<file path="src/hw/atm_pkg.sv">
// Package of constants and types for the auxiliary test signal multiplexer
package atm_pkg;
    localparam int unsigned ADDR_W  = 12;
    localparam int unsigned DATA_W  = 32;
    localparam int unsigned DAC_W   = 6;
    localparam int unsigned ADC_W   = 4;
    localparam int unsigned TBUS_W  = 8;
    localparam int unsigned TBSEL_W = 3;

    // Register indices; byte address is four times the index
    localparam logic [9:0] IDX_REVISION = 10'h037;
    localparam logic [9:0] IDX_SRC_SEL  = 10'h038;
    localparam logic [9:0] IDX_DAC1     = 10'h039;
    localparam logic [9:0] IDX_DAC2     = 10'h03A;
    localparam logic [9:0] IDX_TEST_SEL = 10'h040;
    localparam int unsigned IDX_LSB     = 2;

    localparam logic [7:0]         SRC_SEL_RESET = 8'h00;
    localparam logic [DAC_W-1:0]   DAC_RESET     = 6'h00;
    localparam logic [TBSEL_W-1:0] TBSEL_RESET   = 3'h0;

    // Selector field positions
    localparam int unsigned SEL1_MSB = 7;
    localparam int unsigned SEL1_LSB = 4;
    localparam int unsigned SEL2_MSB = 3;
    localparam int unsigned SEL2_LSB = 0;

    // Selector codes
    localparam logic [3:0] SRC_TRISTATE = 4'h0;
    localparam logic [3:0] SRC_DAC      = 4'h1;
    localparam logic [3:0] SRC_FIRST_CORRELATOR_SIGNAL    = 4'h2;
    localparam logic [3:0] SRC_SECOND_CORRELATOR_SIGNAL    = 4'h3;
    localparam logic [3:0] SRC_MINLVL   = 4'h4;
    localparam logic [3:0] SRC_ADC_I    = 4'h5;
    localparam logic [3:0] SRC_ADC_Q    = 4'h6;
    localparam logic [3:0] SRC_ADC_IQ   = 4'h7;
    localparam logic [3:0] SRC_PROD     = 4'h8;
    localparam logic [3:0] SRC_SMCLK    = 4'h9;
    localparam logic [3:0] SRC_HIGH     = 4'hA;
    localparam logic [3:0] SRC_LOW      = 4'hB;
    localparam logic [3:0] SRC_TX_ACT   = 4'hC;
    localparam logic [3:0] SRC_RX_ACT   = 4'hD;
    localparam logic [3:0] SRC_SUBC     = 4'hE;
    localparam logic [3:0] SRC_TBUS     = 4'hF;

    localparam logic [1:0] RESP_OKAY   = 2'h0;
    localparam logic [1:0] RESP_SLVERR = 2'h2;

    typedef enum logic [1:0] {
        WR_IDLE = 2'b01,
        WR_RESP = 2'b10
    } atm_wr_state_type;

    typedef enum logic [1:0] {
        RD_IDLE = 2'b01,
        RD_DATA = 2'b10
    } atm_rd_state_type;

    typedef enum logic [5:0] {
        REG_NONE     = 6'b000001,
        REG_REVISION = 6'b000010,
        REG_SRC_SEL  = 6'b000100,
        REG_DAC1     = 6'b001000,
        REG_DAC2     = 6'b010000,
        REG_TEST_SEL = 6'b100000
    } atm_reg_type;

    typedef struct packed {
        logic             oe;
        logic             level;
        logic [DAC_W-1:0] analog;
    } atm_pin_type;

    typedef struct packed {
        logic [DAC_W-1:0] first_correlator_signal;
        logic [DAC_W-1:0] second_correlator_signal;
        logic [DAC_W-1:0] minlvl;
        logic [ADC_W-1:0] adc_i;
        logic [ADC_W-1:0] adc_q;
        logic [DAC_W-1:0] prod;
    } atm_analog_in_type;

    typedef struct packed {
        logic              smclk;
        logic              tx_active;
        logic              rx_active;
        logic              subc;
        logic [TBUS_W-1:0] test_bus;
    } atm_digital_in_type;
endpackage

</file>
<file path="src/hw/atm_aux_test_mux.sv">
// Auxiliary test pin multiplexer with AXI4-Lite register slave
`timescale 1ns/1ps
module atm_aux_test_mux #(
    // Arbitrary neutral revision code
    parameter logic [7:0] REVISION_CODE = 8'h5A
) (
    input  wire logic                         clk_i,           // Clock
    input  wire logic                         arst_n_i,        // Reset, low
    input  wire logic [atm_pkg::ADDR_W-1:0]   s_axi_awaddr,    // Write addr
    input  wire logic                         s_axi_awvalid,   // Addr valid
    output logic                              s_axi_awready,   // Addr ready
    input  wire logic [atm_pkg::DATA_W-1:0]   s_axi_wdata,     // Write data
    input  wire logic [3:0]                   s_axi_wstrb,     // Byte strobes
    input  wire logic                         s_axi_wvalid,    // Data valid
    output logic                              s_axi_wready,    // Data ready
    output logic [1:0]                        s_axi_bresp,     // Write resp
    output logic                              s_axi_bvalid,    // Resp valid
    input  wire logic                         s_axi_bready,    // Resp ready
    input  wire logic [atm_pkg::ADDR_W-1:0]   s_axi_araddr,    // Read addr
    input  wire logic                         s_axi_arvalid,   // Addr valid
    output logic                              s_axi_arready,   // Addr ready
    output logic [atm_pkg::DATA_W-1:0]        s_axi_rdata,     // Read data
    output logic [1:0]                        s_axi_rresp,     // Read resp
    output logic                              s_axi_rvalid,    // Data valid
    input  wire logic                         s_axi_rready,    // Data ready
    input  wire atm_pkg::atm_analog_in_type   analog_i,        // Analog taps
    input  wire atm_pkg::atm_digital_in_type  digital_i,       // Digital taps
    output atm_pkg::atm_pin_type              first_analog_test_pin_o, // Pin 1
    output atm_pkg::atm_pin_type              second_analog_test_pin_o // Pin 2
);

    typedef struct packed {
        logic [7:0]                  src_sel;
        logic [atm_pkg::DAC_W-1:0]   first_test_dac;
        logic [atm_pkg::DAC_W-1:0]   second_test_dac;
        logic [atm_pkg::TBSEL_W-1:0] test_bus_bit_select;
        atm_pkg::atm_wr_state_type   wr_state;
        atm_pkg::atm_rd_state_type   rd_state;
        logic                        aw_got;
        logic                        w_got;
        logic [atm_pkg::ADDR_W-1:0]  awaddr;
        logic [atm_pkg::DATA_W-1:0]  wdata;
        logic                        wstrb0;
        logic                        awready;
        logic                        wready;
        logic                        bvalid;
        logic [1:0]                  bresp;
        logic                        arready;
        logic                        rvalid;
        logic [atm_pkg::DATA_W-1:0]  rdata;
        logic [1:0]                  rresp;
        atm_pkg::atm_pin_type        pin1;
        atm_pkg::atm_pin_type        pin2;
        logic                        released;
    } atm_state_type;

    localparam atm_state_type ST_RESET = '{
        src_sel:             atm_pkg::SRC_SEL_RESET,
        first_test_dac:      atm_pkg::DAC_RESET,
        second_test_dac:     atm_pkg::DAC_RESET,
        test_bus_bit_select: atm_pkg::TBSEL_RESET,
        wr_state:            atm_pkg::WR_IDLE,
        rd_state:            atm_pkg::RD_IDLE,
        aw_got:              1'b0,
        w_got:               1'b0,
        awaddr:              '0,
        wdata:               '0,
        wstrb0:              1'b0,
        awready:             1'b1,
        wready:              1'b1,
        bvalid:              1'b0,
        bresp:               atm_pkg::RESP_OKAY,
        arready:             1'b1,
        rvalid:              1'b0,
        rdata:               '0,
        rresp:               atm_pkg::RESP_OKAY,
        pin1:                '0,
        pin2:                '0,
        released:            1'b0
    };

    atm_state_type st_r;
    atm_state_type st_nxt;

    // Maps a byte address onto a register
    function automatic atm_pkg::atm_reg_type decode_addr(
        input logic [atm_pkg::ADDR_W-1:0] addr
    );
        logic [9:0] idx;
        idx = addr[atm_pkg::ADDR_W-1:atm_pkg::IDX_LSB];
        unique case (idx)
            atm_pkg::IDX_REVISION: decode_addr = atm_pkg::REG_REVISION;
            atm_pkg::IDX_SRC_SEL:  decode_addr = atm_pkg::REG_SRC_SEL;
            atm_pkg::IDX_DAC1:     decode_addr = atm_pkg::REG_DAC1;
            atm_pkg::IDX_DAC2:     decode_addr = atm_pkg::REG_DAC2;
            atm_pkg::IDX_TEST_SEL: decode_addr = atm_pkg::REG_TEST_SEL;
            default:               decode_addr = atm_pkg::REG_NONE;
        endcase
    endfunction

    // Works out one pin's drive from its selector code
    function automatic atm_pkg::atm_pin_type pin_drive(
        input logic [3:0]                  code,
        input logic [atm_pkg::DAC_W-1:0]   dac,
        input atm_pkg::atm_analog_in_type  ana,
        input atm_pkg::atm_digital_in_type dig,
        input logic [atm_pkg::TBSEL_W-1:0] bitsel
    );
        atm_pkg::atm_pin_type p;
        logic [atm_pkg::ADC_W:0] iq_sum;
        iq_sum = {1'b0, ana.adc_i} + {1'b0, ana.adc_q};
        p = '0;
        p.oe = 1'b1;
        unique case (code)
            atm_pkg::SRC_TRISTATE: p.oe = 1'b0;
            atm_pkg::SRC_DAC:      p.analog = dac;
            atm_pkg::SRC_FIRST_CORRELATOR_SIGNAL:    p.analog = ana.first_correlator_signal;
            atm_pkg::SRC_SECOND_CORRELATOR_SIGNAL:    p.analog = ana.second_correlator_signal;
            atm_pkg::SRC_MINLVL:   p.analog = ana.minlvl;
            atm_pkg::SRC_ADC_I:    p.analog = {2'h0, ana.adc_i};
            atm_pkg::SRC_ADC_Q:    p.analog = {2'h0, ana.adc_q};
            atm_pkg::SRC_ADC_IQ:   p.analog = {1'h0, iq_sum};
            atm_pkg::SRC_PROD:     p.analog = ana.prod;
            atm_pkg::SRC_SMCLK:    p.level = dig.smclk;
            atm_pkg::SRC_HIGH:     p.level = 1'b1;
            atm_pkg::SRC_LOW:      p.level = 1'b0;
            atm_pkg::SRC_TX_ACT:   p.level = dig.tx_active;
            atm_pkg::SRC_RX_ACT:   p.level = dig.rx_active;
            atm_pkg::SRC_SUBC:     p.level = dig.subc;
            atm_pkg::SRC_TBUS:     p.level = dig.test_bus[bitsel];
        endcase
        pin_drive = p;
    endfunction

    always_comb begin
        atm_pkg::atm_reg_type wsel;
        atm_pkg::atm_reg_type rsel;
        st_nxt = st_r;
        st_nxt.released = 1'b1;
        wsel = atm_pkg::REG_NONE;
        rsel = decode_addr(s_axi_araddr);

        // Address and data are taken independently, in either order
        if (st_r.awready && s_axi_awvalid) begin
            st_nxt.aw_got = 1'b1;
            st_nxt.awaddr = s_axi_awaddr;
        end
        if (st_r.wready && s_axi_wvalid) begin
            st_nxt.w_got  = 1'b1;
            st_nxt.wdata  = s_axi_wdata;
            st_nxt.wstrb0 = s_axi_wstrb[0];
        end

        unique case (st_r.wr_state)
            atm_pkg::WR_IDLE: begin
                if (st_nxt.aw_got && st_nxt.w_got) begin
                    wsel = decode_addr(st_nxt.awaddr);
                    st_nxt.bresp = atm_pkg::RESP_OKAY;
                    if (st_nxt.wstrb0) begin
                        unique case (wsel)
                            atm_pkg::REG_SRC_SEL:
                                st_nxt.src_sel = st_nxt.wdata[7:0];
                            atm_pkg::REG_DAC1:
                                st_nxt.first_test_dac =
                                    st_nxt.wdata[atm_pkg::DAC_W-1:0];
                            atm_pkg::REG_DAC2:
                                st_nxt.second_test_dac =
                                    st_nxt.wdata[atm_pkg::DAC_W-1:0];
                            atm_pkg::REG_TEST_SEL:
                                st_nxt.test_bus_bit_select =
                                    st_nxt.wdata[atm_pkg::TBSEL_W-1:0];
                            // Revision has no storage to change
                            atm_pkg::REG_REVISION: ;
                            atm_pkg::REG_NONE: ;
                        endcase
                    end
                    if (wsel == atm_pkg::REG_NONE) begin
                        st_nxt.bresp = atm_pkg::RESP_SLVERR;
                    end
                    st_nxt.aw_got   = 1'b0;
                    st_nxt.w_got    = 1'b0;
                    st_nxt.bvalid   = 1'b1;
                    st_nxt.wr_state = atm_pkg::WR_RESP;
                end
            end
            atm_pkg::WR_RESP: begin
                if (s_axi_bready) begin
                    st_nxt.bvalid   = 1'b0;
                    st_nxt.wr_state = atm_pkg::WR_IDLE;
                end
            end
        endcase
        st_nxt.awready = (st_nxt.wr_state == atm_pkg::WR_IDLE) &&
                         !st_nxt.aw_got;
        st_nxt.wready  = (st_nxt.wr_state == atm_pkg::WR_IDLE) &&
                         !st_nxt.w_got;

        unique case (st_r.rd_state)
            atm_pkg::RD_IDLE: begin
                if (st_r.arready && s_axi_arvalid) begin
                    st_nxt.rdata = '0;
                    st_nxt.rresp = atm_pkg::RESP_OKAY;
                    unique case (rsel)
                        atm_pkg::REG_REVISION:
                            st_nxt.rdata[7:0] = REVISION_CODE;
                        atm_pkg::REG_SRC_SEL:
                            st_nxt.rdata[7:0] = st_r.src_sel;
                        atm_pkg::REG_DAC1:
                            st_nxt.rdata[atm_pkg::DAC_W-1:0] =
                                st_r.first_test_dac;
                        atm_pkg::REG_DAC2:
                            st_nxt.rdata[atm_pkg::DAC_W-1:0] =
                                st_r.second_test_dac;
                        atm_pkg::REG_TEST_SEL:
                            st_nxt.rdata[atm_pkg::TBSEL_W-1:0] =
                                st_r.test_bus_bit_select;
                        atm_pkg::REG_NONE:
                            st_nxt.rresp = atm_pkg::RESP_SLVERR;
                    endcase
                    st_nxt.rvalid   = 1'b1;
                    st_nxt.rd_state = atm_pkg::RD_DATA;
                end
            end
            atm_pkg::RD_DATA: begin
                if (s_axi_rready) begin
                    st_nxt.rvalid   = 1'b0;
                    st_nxt.rd_state = atm_pkg::RD_IDLE;
                end
            end
        endcase
        st_nxt.arready = (st_nxt.rd_state == atm_pkg::RD_IDLE);

        st_nxt.pin1 = pin_drive(
            st_r.src_sel[atm_pkg::SEL1_MSB:atm_pkg::SEL1_LSB],
            st_r.first_test_dac, analog_i, digital_i,
            st_r.test_bus_bit_select);
        st_nxt.pin2 = pin_drive(
            st_r.src_sel[atm_pkg::SEL2_MSB:atm_pkg::SEL2_LSB],
            st_r.second_test_dac, analog_i, digital_i,
            st_r.test_bus_bit_select);
    end

    always_ff @(posedge clk_i or negedge arst_n_i) begin
        if (!arst_n_i) begin
            st_r <= ST_RESET;
        end else begin
            st_r <= st_nxt;
        end
    end

    assign s_axi_awready            = st_r.awready;
    assign s_axi_wready             = st_r.wready;
    assign s_axi_bvalid             = st_r.bvalid;
    assign s_axi_bresp              = st_r.bresp;
    assign s_axi_arready            = st_r.arready;
    assign s_axi_rvalid             = st_r.rvalid;
    assign s_axi_rdata              = st_r.rdata;
    assign s_axi_rresp              = st_r.rresp;
    assign first_analog_test_pin_o  = st_r.pin1;
    assign second_analog_test_pin_o = st_r.pin2;

    logic [3:0] sel1;
    logic [3:0] sel2;
    assign sel1 = st_r.src_sel[atm_pkg::SEL1_MSB:atm_pkg::SEL1_LSB];
    assign sel2 = st_r.src_sel[atm_pkg::SEL2_MSB:atm_pkg::SEL2_LSB];
endmodule // atm_aux_test_mux

</file>
<file path="config.mk">
export PLATFORM = sky130hd
export DESIGN_NAME = atm_aux_test_mux
export DESIGN_NICKNAME = d
export VERILOG_FILES = /design/src/hw/atm_pkg.sv /design/src/hw/atm_aux_test_mux.sv
export SDC_FILE = /design/constraint.sdc
export NUM_CORES = 1
export LEC_CHECK = 0
export BUFFER_PORTS_ARGS = -buffer_cell sky130_fd_sc_hd__buf_2
export CORE_MARGIN = 4
export CORE_UTILIZATION = 51
export DETAILED_ROUTE_END_ITERATION = 8
export GPL_TIMING_DRIVEN = 1
export PLACE_DENSITY = 0.81
export SYNTH_ARGS = -nofsm -noshare
export SYNTH_HDL_FRONTEND = slang
export SYNTH_SLANG_ARGS = --single-unit
</file>
<file path="constraint.sdc">
create_clock -name clk_i -period 2.39 [get_ports clk_i]
set_clock_uncertainty 0.15 [all_clocks]
set_input_delay 0 -clock clk_i [delete_from_list [all_inputs] [get_ports clk_i]]
set_output_delay 0 -clock clk_i [all_outputs]
set_load 0.05 [all_outputs]
</file>
==> metrics.cfg, run 1 <==
[timing]
relSlewSlack = 0.506
fin_ws_ps = 89.5
hold_viol_final = 0
fin_crit_ps = 2300
drv_slew = 0
setup_viol = 0
finalCritPeriodShare = 0.963
worst_pin_slew_ps = 742
fmax_ghz = 0.435
fin_tns_setup_ps = 0
rsz0062_at_grt = no

[critical_path]
endpoint_kind = register
critPathBufInv = 1
critPathMaxFanout = 18
criticalPathCategory = register to register
crit_path_max_incr_delay_ps = 740
crit_path_start = sel1[3]
required_ps = 2460
path_cells = nor2b_1, and3_1, a31oi_1, dlygate4sd3_1, o22ai_1
worstSetupStartpointType = register
cpMaxStageDelayCell = dfrtp_1
crit_arrival_ps = 2370
crit_family = flip-flops
reg2reg_from = sel1[3]

[final_layout]
syn2layout_area_growth_pct = 25.1
nNetsFinal = 749
drive_gt1_frac = 0.343
final_cell_area_sq_um = 6160
n_antenna_cell = 0
most-common-layout-cells = 109 x buf_2, 72 x dfrtp_1, 62 x dlygate4sd3_1
final_common_cell = buf_2
final_core_util = 0.660

[synth]
ys_types = 71
synth-seq-cells = 79
ys_seq_area_frac = 0.403
synth_edf_count = 0
ys.flop_type = dfrtp_1
syn_area_per_cell_sq_um = 10.1
syn_inst = 488
ys_warn_count = 0
synth_area_sq_um = 4920
async_reset_ff_frac = 1.00

[outcome]
outcome = complete, no violations

[floorplanning]
dieHeight_um = 106
dieArea_sq_um = 11300
ios = 168
die_x_um = 106
start_util = 0.528
row_count = 35
core-area_sq_um = 9330

[global_routing]
first_global_vias = 4185
grt_pass1_wl_um = 20000
grt_max_degree = 50
grtUsageTotal = 0.222
overflow = 0
antenna_found_initial = 0

[clocking]
clock_sinks = 79
post-cts-setup-buffer-count = 0
clk_path_buf_depth = 2
cts_max_level = 3
cts_buffers = 9
root_buffer = clkbuf_8
clk_pin_slew_worst_paths_ps = 100
tritoncts = built
clk_latency_ps = 370

[power]
p_leak_uw = 0.00291
vdd_drop_max_uv = 583
p_per_area_nw_per_um2 = 638

[placement]
place_congestion = 0.894
portBuffers = 110
dpl.hpwl_um = 8770
placed_cell_area_sq_um = 5320
dp_slack_ps = 350

[route]
drt_iter0_drc = 272
dr.pass1.iters = 4
drc = 0
antenna_left = 0
viasPerCell = 5.57
wl_per_cell_um = 16.4
wirelength_um = 12600
vias = 4273

[job]
maxCapViolations = 0

[hold_path]
hold_path.class = input pin to asynchronous set/reset pin

-- where the power goes --
group / internal (uW) / total [uW] / switching [uW]
logic: 489 / 1150 / 663
registers: 1580 / 1730 / 148
clock network: 497 / 1040 / 547
total: 2570 / 3930 / 1360
-- cells in the mapped netlist (all sizes together), types with 2 or more instances --
| cell type | number | area share |
|---|---|---|
| nand2b | 7 | 0.0089 |
| and3 | 2 | 0.0025 |
| a31oi | 5 | 0.0064 |
| a21oi | 26 | 0.029 |
| nand2 | 43 | 0.034 |
| a211oi | 3 | 0.0056 |
| dfstp | 5 | 0.027 |
| a211o | 2 | 0.0036 |
| o21a | 3 | 0.0046 |
| nand3b | 4 | 0.0061 |
| ha | 4 | 0.010 |
| mux4 | 5 | 0.023 |
| nand4 | 2 | 0.0025 |
| o22a | 2 | 0.0036 |
| clkbuf | 12 | 0.011 |
| nand4b | 3 | 0.0053 |
| inv | 6 | 0.0046 |
| a32oi | 3 | 0.0053 |
| o31ai | 5 | 0.0086 |
| mux2 | 50 | 0.11 |
| a22oi | 4 | 0.0061 |
| o211ai | 2 | 0.0031 |
| nand3 | 12 | 0.017 |
| a2bb2oi | 2 | 0.0036 |
| mux2i | 19 | 0.039 |
| nor2 | 34 | 0.026 |
| nor3 | 8 | 0.0092 |
| o21ai | 23 | 0.023 |
| nor3b | 4 | 0.0061 |
| a21o | 7 | 0.011 |
| nor4 | 4 | 0.0064 |
| buf | 64 | 0.092 |
| dfrtp | 74 | 0.38 |
| nor2b | 9 | 0.011 |
| or2b | 2 | 0.0036 |
| a221oi | 2 | 0.0036 |
| and4bb | 2 | 0.0051 |
| a21boi | 2 | 0.0031 |
| o22ai | 4 | 0.0051 |
-- registers in the layout, indices dropped and copies added (netlist names) --
register and cells:
s_axi_wready 1, first_analog_test_pin_o 8, s_axi_arready 1, s_axi_bvalid 1, s_axi_rdata 8, sel2 4
s_axi_rresp 1, second_analog_test_pin_o 8, s_axi_rvalid 1, s_axi_bresp 1, st_r 40, sel1 4
s_axi_awready 1
-- worst paths after layout --
check	end	slack (ps)	depth (start not counted)
max reg2reg	first_analog_test_pin_o[0]	90	5
min reg2reg	s_axi_rdata[6]	330	2
min	first_analog_test_pin_o[1]	10	2
min in group clk_i	second_analog_test_pin_o[3]	60	5
max	first_analog_test_pin_o[0]	90	5
max in group asynchronous	s_axi_arready	1370	3
-- metrics by stage --
step / hold slack, ps / power [uW] / cells
2_1_floorplan: -446 / 2540 / 513
3_3_place_gp: -112 / 2750 / 689
3_5_place_dp: -99.3 / 2810 / 689
4_1_cts: 41.6 / 3950 / 767
5_1_grt: 70.4 / 4140 / 767
6_report: 14.1 / 3930 / 767
-- final cells by class --
cell class	instances	area [sq um]
multi-input combinational	352	2510
tap	129	161
fill	767	3170
sequential	79	1990
clock inverter	7	80.1
clock buffer	9	124
inverter	6	22.5
timing repair buffer	185	1270
-- routing by layer --
| metal | part of all wire | routed length, um | global-route usage |
|---|---|---|---|
| met4 | 0.030 | 382 | 0.105 |
| met1 | 0.41 | 5200 | 0.277 |
| met5 | 0 | 0 | 0 |
| met2 | 0.49 | 6170 | 0.374 |
| met3 | 0.065 | 815 | 0.0383 |
-- cell families (layout without fill, tap and decap cells) --
family	after synthesis	after routing	share of synthesized area
and+or+nand+nor	142	142	0.155
xor gates and xnor gates	2	2	0.00356
AOI/OAI and AO/OA	103	103	0.141
DFF	79	79	0.403
buffers and inverters	82	207	0.107
muxes	74	74	0.176
adders and majority gates	5	5	0.0142
other	1	26	0.000762
-- timing repair --
item | 4_1_cts | 5_1_grt
setup endpoints to repair | 0 | 2
hold buffers | 62 | 0
endpoints found under the hold margin | 150 | 0
gates resized for setup | 0 | 4
Power figures use the tool's default switching activity.
==> run 2, diff against run 1 <==
--- a/config.mk
+++ b/config.mk
@@ -6,7 +6,7 @@
 export NUM_CORES = 1
 export LEC_CHECK = 0
 export BUFFER_PORTS_ARGS = -buffer_cell sky130_fd_sc_hd__buf_2
-export CORE_MARGIN = 4
+export CORE_MARGIN = 2
 export CORE_UTILIZATION = 51
 export DETAILED_ROUTE_END_ITERATION = 8
 export GPL_TIMING_DRIVEN = 1
==> metrics.cfg, run 2 (same netlist as run 1, synthesis figures left out) <==
[route]
wirelength_um = 12000  ; -4.2%
antenna_left = 0  ; unchanged
drc = 0  ; unchanged
dr.pass1.iters = 4  ; unchanged
drt_iter0_drc = 222  ; -18%
vias = 4143  ; -3.0%
wl_per_cell_um = 15.9  ; -3.2%
viasPerCell = 5.46  ; -2.0%

[floorplanning]
dieHeight_um = 102  ; -3.8%
core-area_sq_um = 9280  ; -0.47%
start_util = 0.530  ; +0.00249
row_count = 35  ; unchanged
die_x_um = 102  ; -3.8%
ios = 168  ; unchanged
dieArea_sq_um = 10500  ; -7.4%

[final_layout]
final_common_cell = buf_2
final_core_util = 0.654  ; -0.00578
n_antenna_cell = 0  ; unchanged
nNetsFinal = 741  ; -1.1%
syn2layout_area_growth_pct = 23.4
largest_reg_flops = 40  ; unchanged
regMostFlops = st_r
drive_gt1_frac = 0.343  ; -0.000403
most-common-layout-cells = 109 x buf_2, 70 x dfrtp_1, 57 x dlygate4sd3_1

[clocking]
cts_buffers = 9  ; unchanged
cts_max_level = 3  ; unchanged
clk_path_buf_depth = 2  ; unchanged
root_buffer = clkbuf_8
clock_sinks = 79  ; unchanged
clk_latency_ps = 340  ; -30 ps
clk_pin_slew_worst_paths_ps = 80  ; -20 ps
tritoncts = built

[critical_path]
rrSetupSlack_ps = 70  ; -20 ps
crit_arrival_ps = 2450  ; +80 ps
reg2reg_depth = 6  ; +1
critPathMaxFanout = 4  ; -14
criticalPathCategory = input pin to register
required_ps = 2470  ; about the same
worstSetupStartpointType = input pin
reg2reg_from = sel2[2]
endpoint_kind = register
worstReg2RegEnd = second_analog_test_pin_o[4]

[job]
maxCapViolations = 0  ; unchanged

[hold_path]
worstHoldPathCells = 4
hold_path.class = input pin to register
hp-start = analog_i[15]
min_to = first_analog_test_pin_o[1]

[timing]
rsz0062_at_grt = yes
fin_ws_ps = 27.4  ; -62.2 ps
hold_viol_final = 0  ; unchanged
drv_slew = 0  ; unchanged
fmax_ghz = 0.423  ; -2.6%
finalCritPeriodShare = 0.989  ; +0.0260
fin_crit_ps = 2360  ; +62.2 ps
relSlewSlack = 0.324  ; -0.182
worst_pin_slew_ps = 1010  ; +273 ps
setup_viol = 0  ; unchanged

[global_routing]
grtUsageTotal = 0.234  ; +0.0121
overflow = 0  ; unchanged
first_global_vias = 4102  ; -2.0%
grt_max_degree = 80  ; +60%
grt_pass1_wl_um = 19200  ; -3.7%
antenna_found_initial = 1  ; +1

[power]
p_leak_uw = 0.00288  ; -1.2%
p_per_area_nw_per_um2 = 637  ; about the same
vdd_drop_max_uv = 414  ; -29%

[outcome]
outcome = complete, no violations

[placement]
dpl.hpwl_um = 8300  ; -5.3%
place_congestion = 0.882  ; -1.4%
portBuffers = 110  ; unchanged
dp_slack_ps = 337  ; -13.1 ps

==> run 2: worst max path at each step <==
stage	from	slack (ps)	endpoint	depth (start not counted)
6_report	analog_i[7]	30	second_analog_test_pin_o[1]	9
3_5_place_dp	s_axi_awready	340	st_r[114]	6
2_1_floorplan	s_axi_awready	240	st_r[109]	6
4_1_cts	analog_i[7]	50	second_analog_test_pin_o[1]	9
5_1_grt	analog_i[7]	-30	second_analog_test_pin_o[1]	9
3_3_place_gp	s_axi_awready	380	st_r[119]	6
==> run 2: stage by stage <==
stage / TNS (ps) / area (sq um) / hold WS (ps) / std cells / total power [uW]
2_1_floorplan: 0 / 5010 / -446 / 513 / 2540
3_3_place_gp: 0 / 5300 / 62.6 / 686 / 2740
3_5_place_dp: 0 / 5300 / 88.7 / 686 / 2790
4_1_cts: 0 / 6070 / 15.0 / 759 / 3880
5_1_grt: -40.2 / 6070 / 48.7 / 759 / 4100
6_report: 0 / 6070 / 42.9 / 759 / 3870
==> run 2: timing repair <==
item	in CTS	in global routing
endpoints found under the hold margin	150	0
setup buffers	0	0
hold buffers	57	0
endpoints found under the setup margin	0	7
gates resized for setup	0	5
==> run 2: layout make-up <==
class	instances	area [sq um]
inverters	6	22.5
clock inverters	6	68.8
clock buffers	10	128
fillers	761	3210
repair buffers	177	1200
flip-flops and latches	79	1990
well taps	129	161
multi-input cells	352	2510
==> run 2: worst max-delay path: stages <==
cell and delay (ps):
dlygate4sd3_1 540, buf_2 150, fa_1 480, mux2_2 280, a22oi_1 180, nand2_1 70
o21ai_0 90, o22ai_1 100, dlygate4sd3_1 560
==> run 2: layer usage <==
metal,up-vias,GRT usage,wire [um]
li1,1958,-,-
met1,1992,0.298,4980
met2,168,0.406,6100
met3,23,0.0376,733
met4,2,0.0821,213
met5,-,0,7
==> run 2: power breakdown <==
group	total [uW]	switching, uW	internal [uW]
combinational	1130	654	477
clock	1000	513	491
sequential	1740	154	1580
total	3870	1320	2550
==> run 3, diff against run 2 <==
--- a/config.mk
+++ b/config.mk
@@ -6,7 +6,6 @@
 export NUM_CORES = 1
 export LEC_CHECK = 0
 export BUFFER_PORTS_ARGS = -buffer_cell sky130_fd_sc_hd__buf_2
-export CORE_MARGIN = 2
 export CORE_UTILIZATION = 51
 export DETAILED_ROUTE_END_ITERATION = 8
 export GPL_TIMING_DRIVEN = 1
==> metrics.cfg, run 3 (same netlist as run 1, synthesis figures left out) <==
[route]
antenna_left = 0  ; unchanged
viasPerCell = 5.58  ; +2.2%
vias = 4240  ; +2.3%
wirelength_um = 12100  ; +0.49%
drt_iter0_drc = 341  ; +54%
drc = 0  ; unchanged
wl_per_cell_um = 15.9  ; +0.36%
dr.pass1.iters = 5  ; +1

[global_routing]
grtUsageTotal = 0.250  ; +0.0158
grt_max_degree = 80  ; unchanged
antenna_found_initial = 0  ; -1
grt_pass1_wl_um = 19700  ; +2.2%
overflow = 0  ; unchanged
first_global_vias = 4256  ; +3.8%

[clocking]
cts_buffers = 9  ; unchanged
clk_path_buf_depth = 2  ; unchanged
clk_pin_slew_worst_paths_ps = 80  ; about the same
clock_sinks = 79  ; unchanged
cts_max_level = 3  ; unchanged
tritoncts = built
root_buffer = clkbuf_8
clk_latency_ps = 340  ; about the same

[timing]
worst_pin_slew_ps = 1000  ; -11.7 ps
setup_viol = 0  ; unchanged
finalCritPeriodShare = 0.974  ; -0.0145
fin_tns_setup_ps = 0  ; unchanged
hold_viol_final = 0  ; unchanged
drv_slew = 0  ; unchanged
fmax_ghz = 0.430  ; +1.5%
rsz0062_at_grt = yes
relSlewSlack = 0.331  ; +0.00780
fin_crit_ps = 2330  ; -34.7 ps

[placement]
portBuffers = 110  ; unchanged
place_congestion = 0.956  ; +8.4%
dpl.hpwl_um = 8410  ; +1.3%

[final_layout]
final_common_cell = buf_2
fillers = 760  ; -0.13%
largest_reg_flops = 40  ; unchanged
nNetsFinal = 742  ; +0.13%
n_antenna_cell = 0  ; unchanged
drive_gt1_frac = 0.342  ; -0.000543
final_core_util = 0.658  ; +0.00337
syn2layout_area_growth_pct = 24.1
multiInputGateArea_sq_um = 2510  ; +0.25%
seq_area_sq_um = 1990  ; about the same
most-common-layout-cells = 109 x buf_2, 71 x dfrtp_1, 58 x dlygate4sd3_1
regMostFlops = st_r

[floorplanning]
die_x_um = 100  ; -2.0%
dieArea_sq_um = 10000  ; -3.9%
start_util = 0.530  ; unchanged
dieHeight_um = 100  ; -2.0%
ios = 168  ; unchanged
core-area_sq_um = 9280  ; unchanged
row_count = 35  ; unchanged

[hold_path]
hold_path.class = input pin to register

[job]
maxCapViolations = 0  ; unchanged

[critical_path]
critPathMaxFanout = 4  ; unchanged
worstSetupStartpointType = input pin
endpoint_kind = register
crit_arrival_ps = 2400  ; -50 ps
required_ps = 2470  ; about the same
criticalPathCategory = input pin to register
rrSetupSlack_ps = 80  ; about the same

[power]
p_per_area_nw_per_um2 = 646  ; +1.4%
vdd_drop_max_uv = 439  ; +6.1%
total_power_uw = 3940  ; +1.9%
p_leak_uw = 0.00289  ; +0.32%

[outcome]
outcome = complete, no violations

==> run 3: cell types whose count changed in the layout (fill, tap and decap cells not counted), sizes merged <==
cell         previous run  this run
bufinv                  1         2
clkinvlp                1         2
inv                     8         6
dlygate4sd3            57        58
==> run 3: repair_timing <==
item / 4_1_cts / 5_1_grt
setup endpoints to repair: 0 / 3
hold buffers: 58 / 0
hold endpoints to repair: 149 / 0
gates resized for setup: 0 / 6
setup buffers: 0 / 0
==> run 3: path summary, 6_finish.rpt <==
check / from / cells past startpoint / endpoint
min in group asynchronous: arst_n_i / 2 / first_analog_test_pin_o[7]
min reg2reg: s_axi_rresp[1] / 2 / s_axi_rresp[1]
max reg2reg: sel1[2] / 5 / first_analog_test_pin_o[0]
max: analog_i[7] / 9 / second_analog_test_pin_o[1]
min: s_axi_araddr[3] / 3 / s_axi_rdata[5]
max in group asynchronous: arst_n_i / 2 / sel2[1]
==> run 3: cell type report <==
type | instances | share of cell area
clock buffers | 10 | 0.0209
inverters | 6 | 0.00369
multi-input cells | 352 | 0.412
clock inverters | 6 | 0.0139
well taps | 129 | 0.0264
repair buffers | 178 | 0.198
flip-flops and latches | 79 | 0.325
==> run 3: per-layer routing <==
layer / up-vias / GRT usage / wire (um)
li1: 1962 / - / -
met1: 2025 / 0.307 / 4840
met2: 209 / 0.427 / 6140
met3: 44 / 0.0446 / 753
met4: 0 / 0.117 / 358
met5: - / 0 / 0
==> run 3: stage by stage <==
stage	cells	hold WS, ps	area, sq um	worst slack (ps)
CTS	760	6.23	6090	43.8
finish	760	10.8	6110	62.1
detailed placement	686	75.9	5300	321
floorplan	513	-446	5010	243
global route	760	45.7	6110	-7.79
global placement	686	51.7	5300	388
==> run 3: worst max-delay path, stage by stage <==
cell,delay [ps]
dlygate4sd3_1,530
buf_2,150
fa_1,470
mux2_2,290
a22oi_2,170
nand2_1,60
o21ai_1,90
o22ai_1,90
dlygate4sd3_1,550
==> run 3: power by group <==
group          total [uW]  leakage, uW  switching [uW]  internal, uW
Combinational        1150      0.00176             659           488
Clock                1070     0.000102             481           585
Sequential           1730      0.00103             148          1580
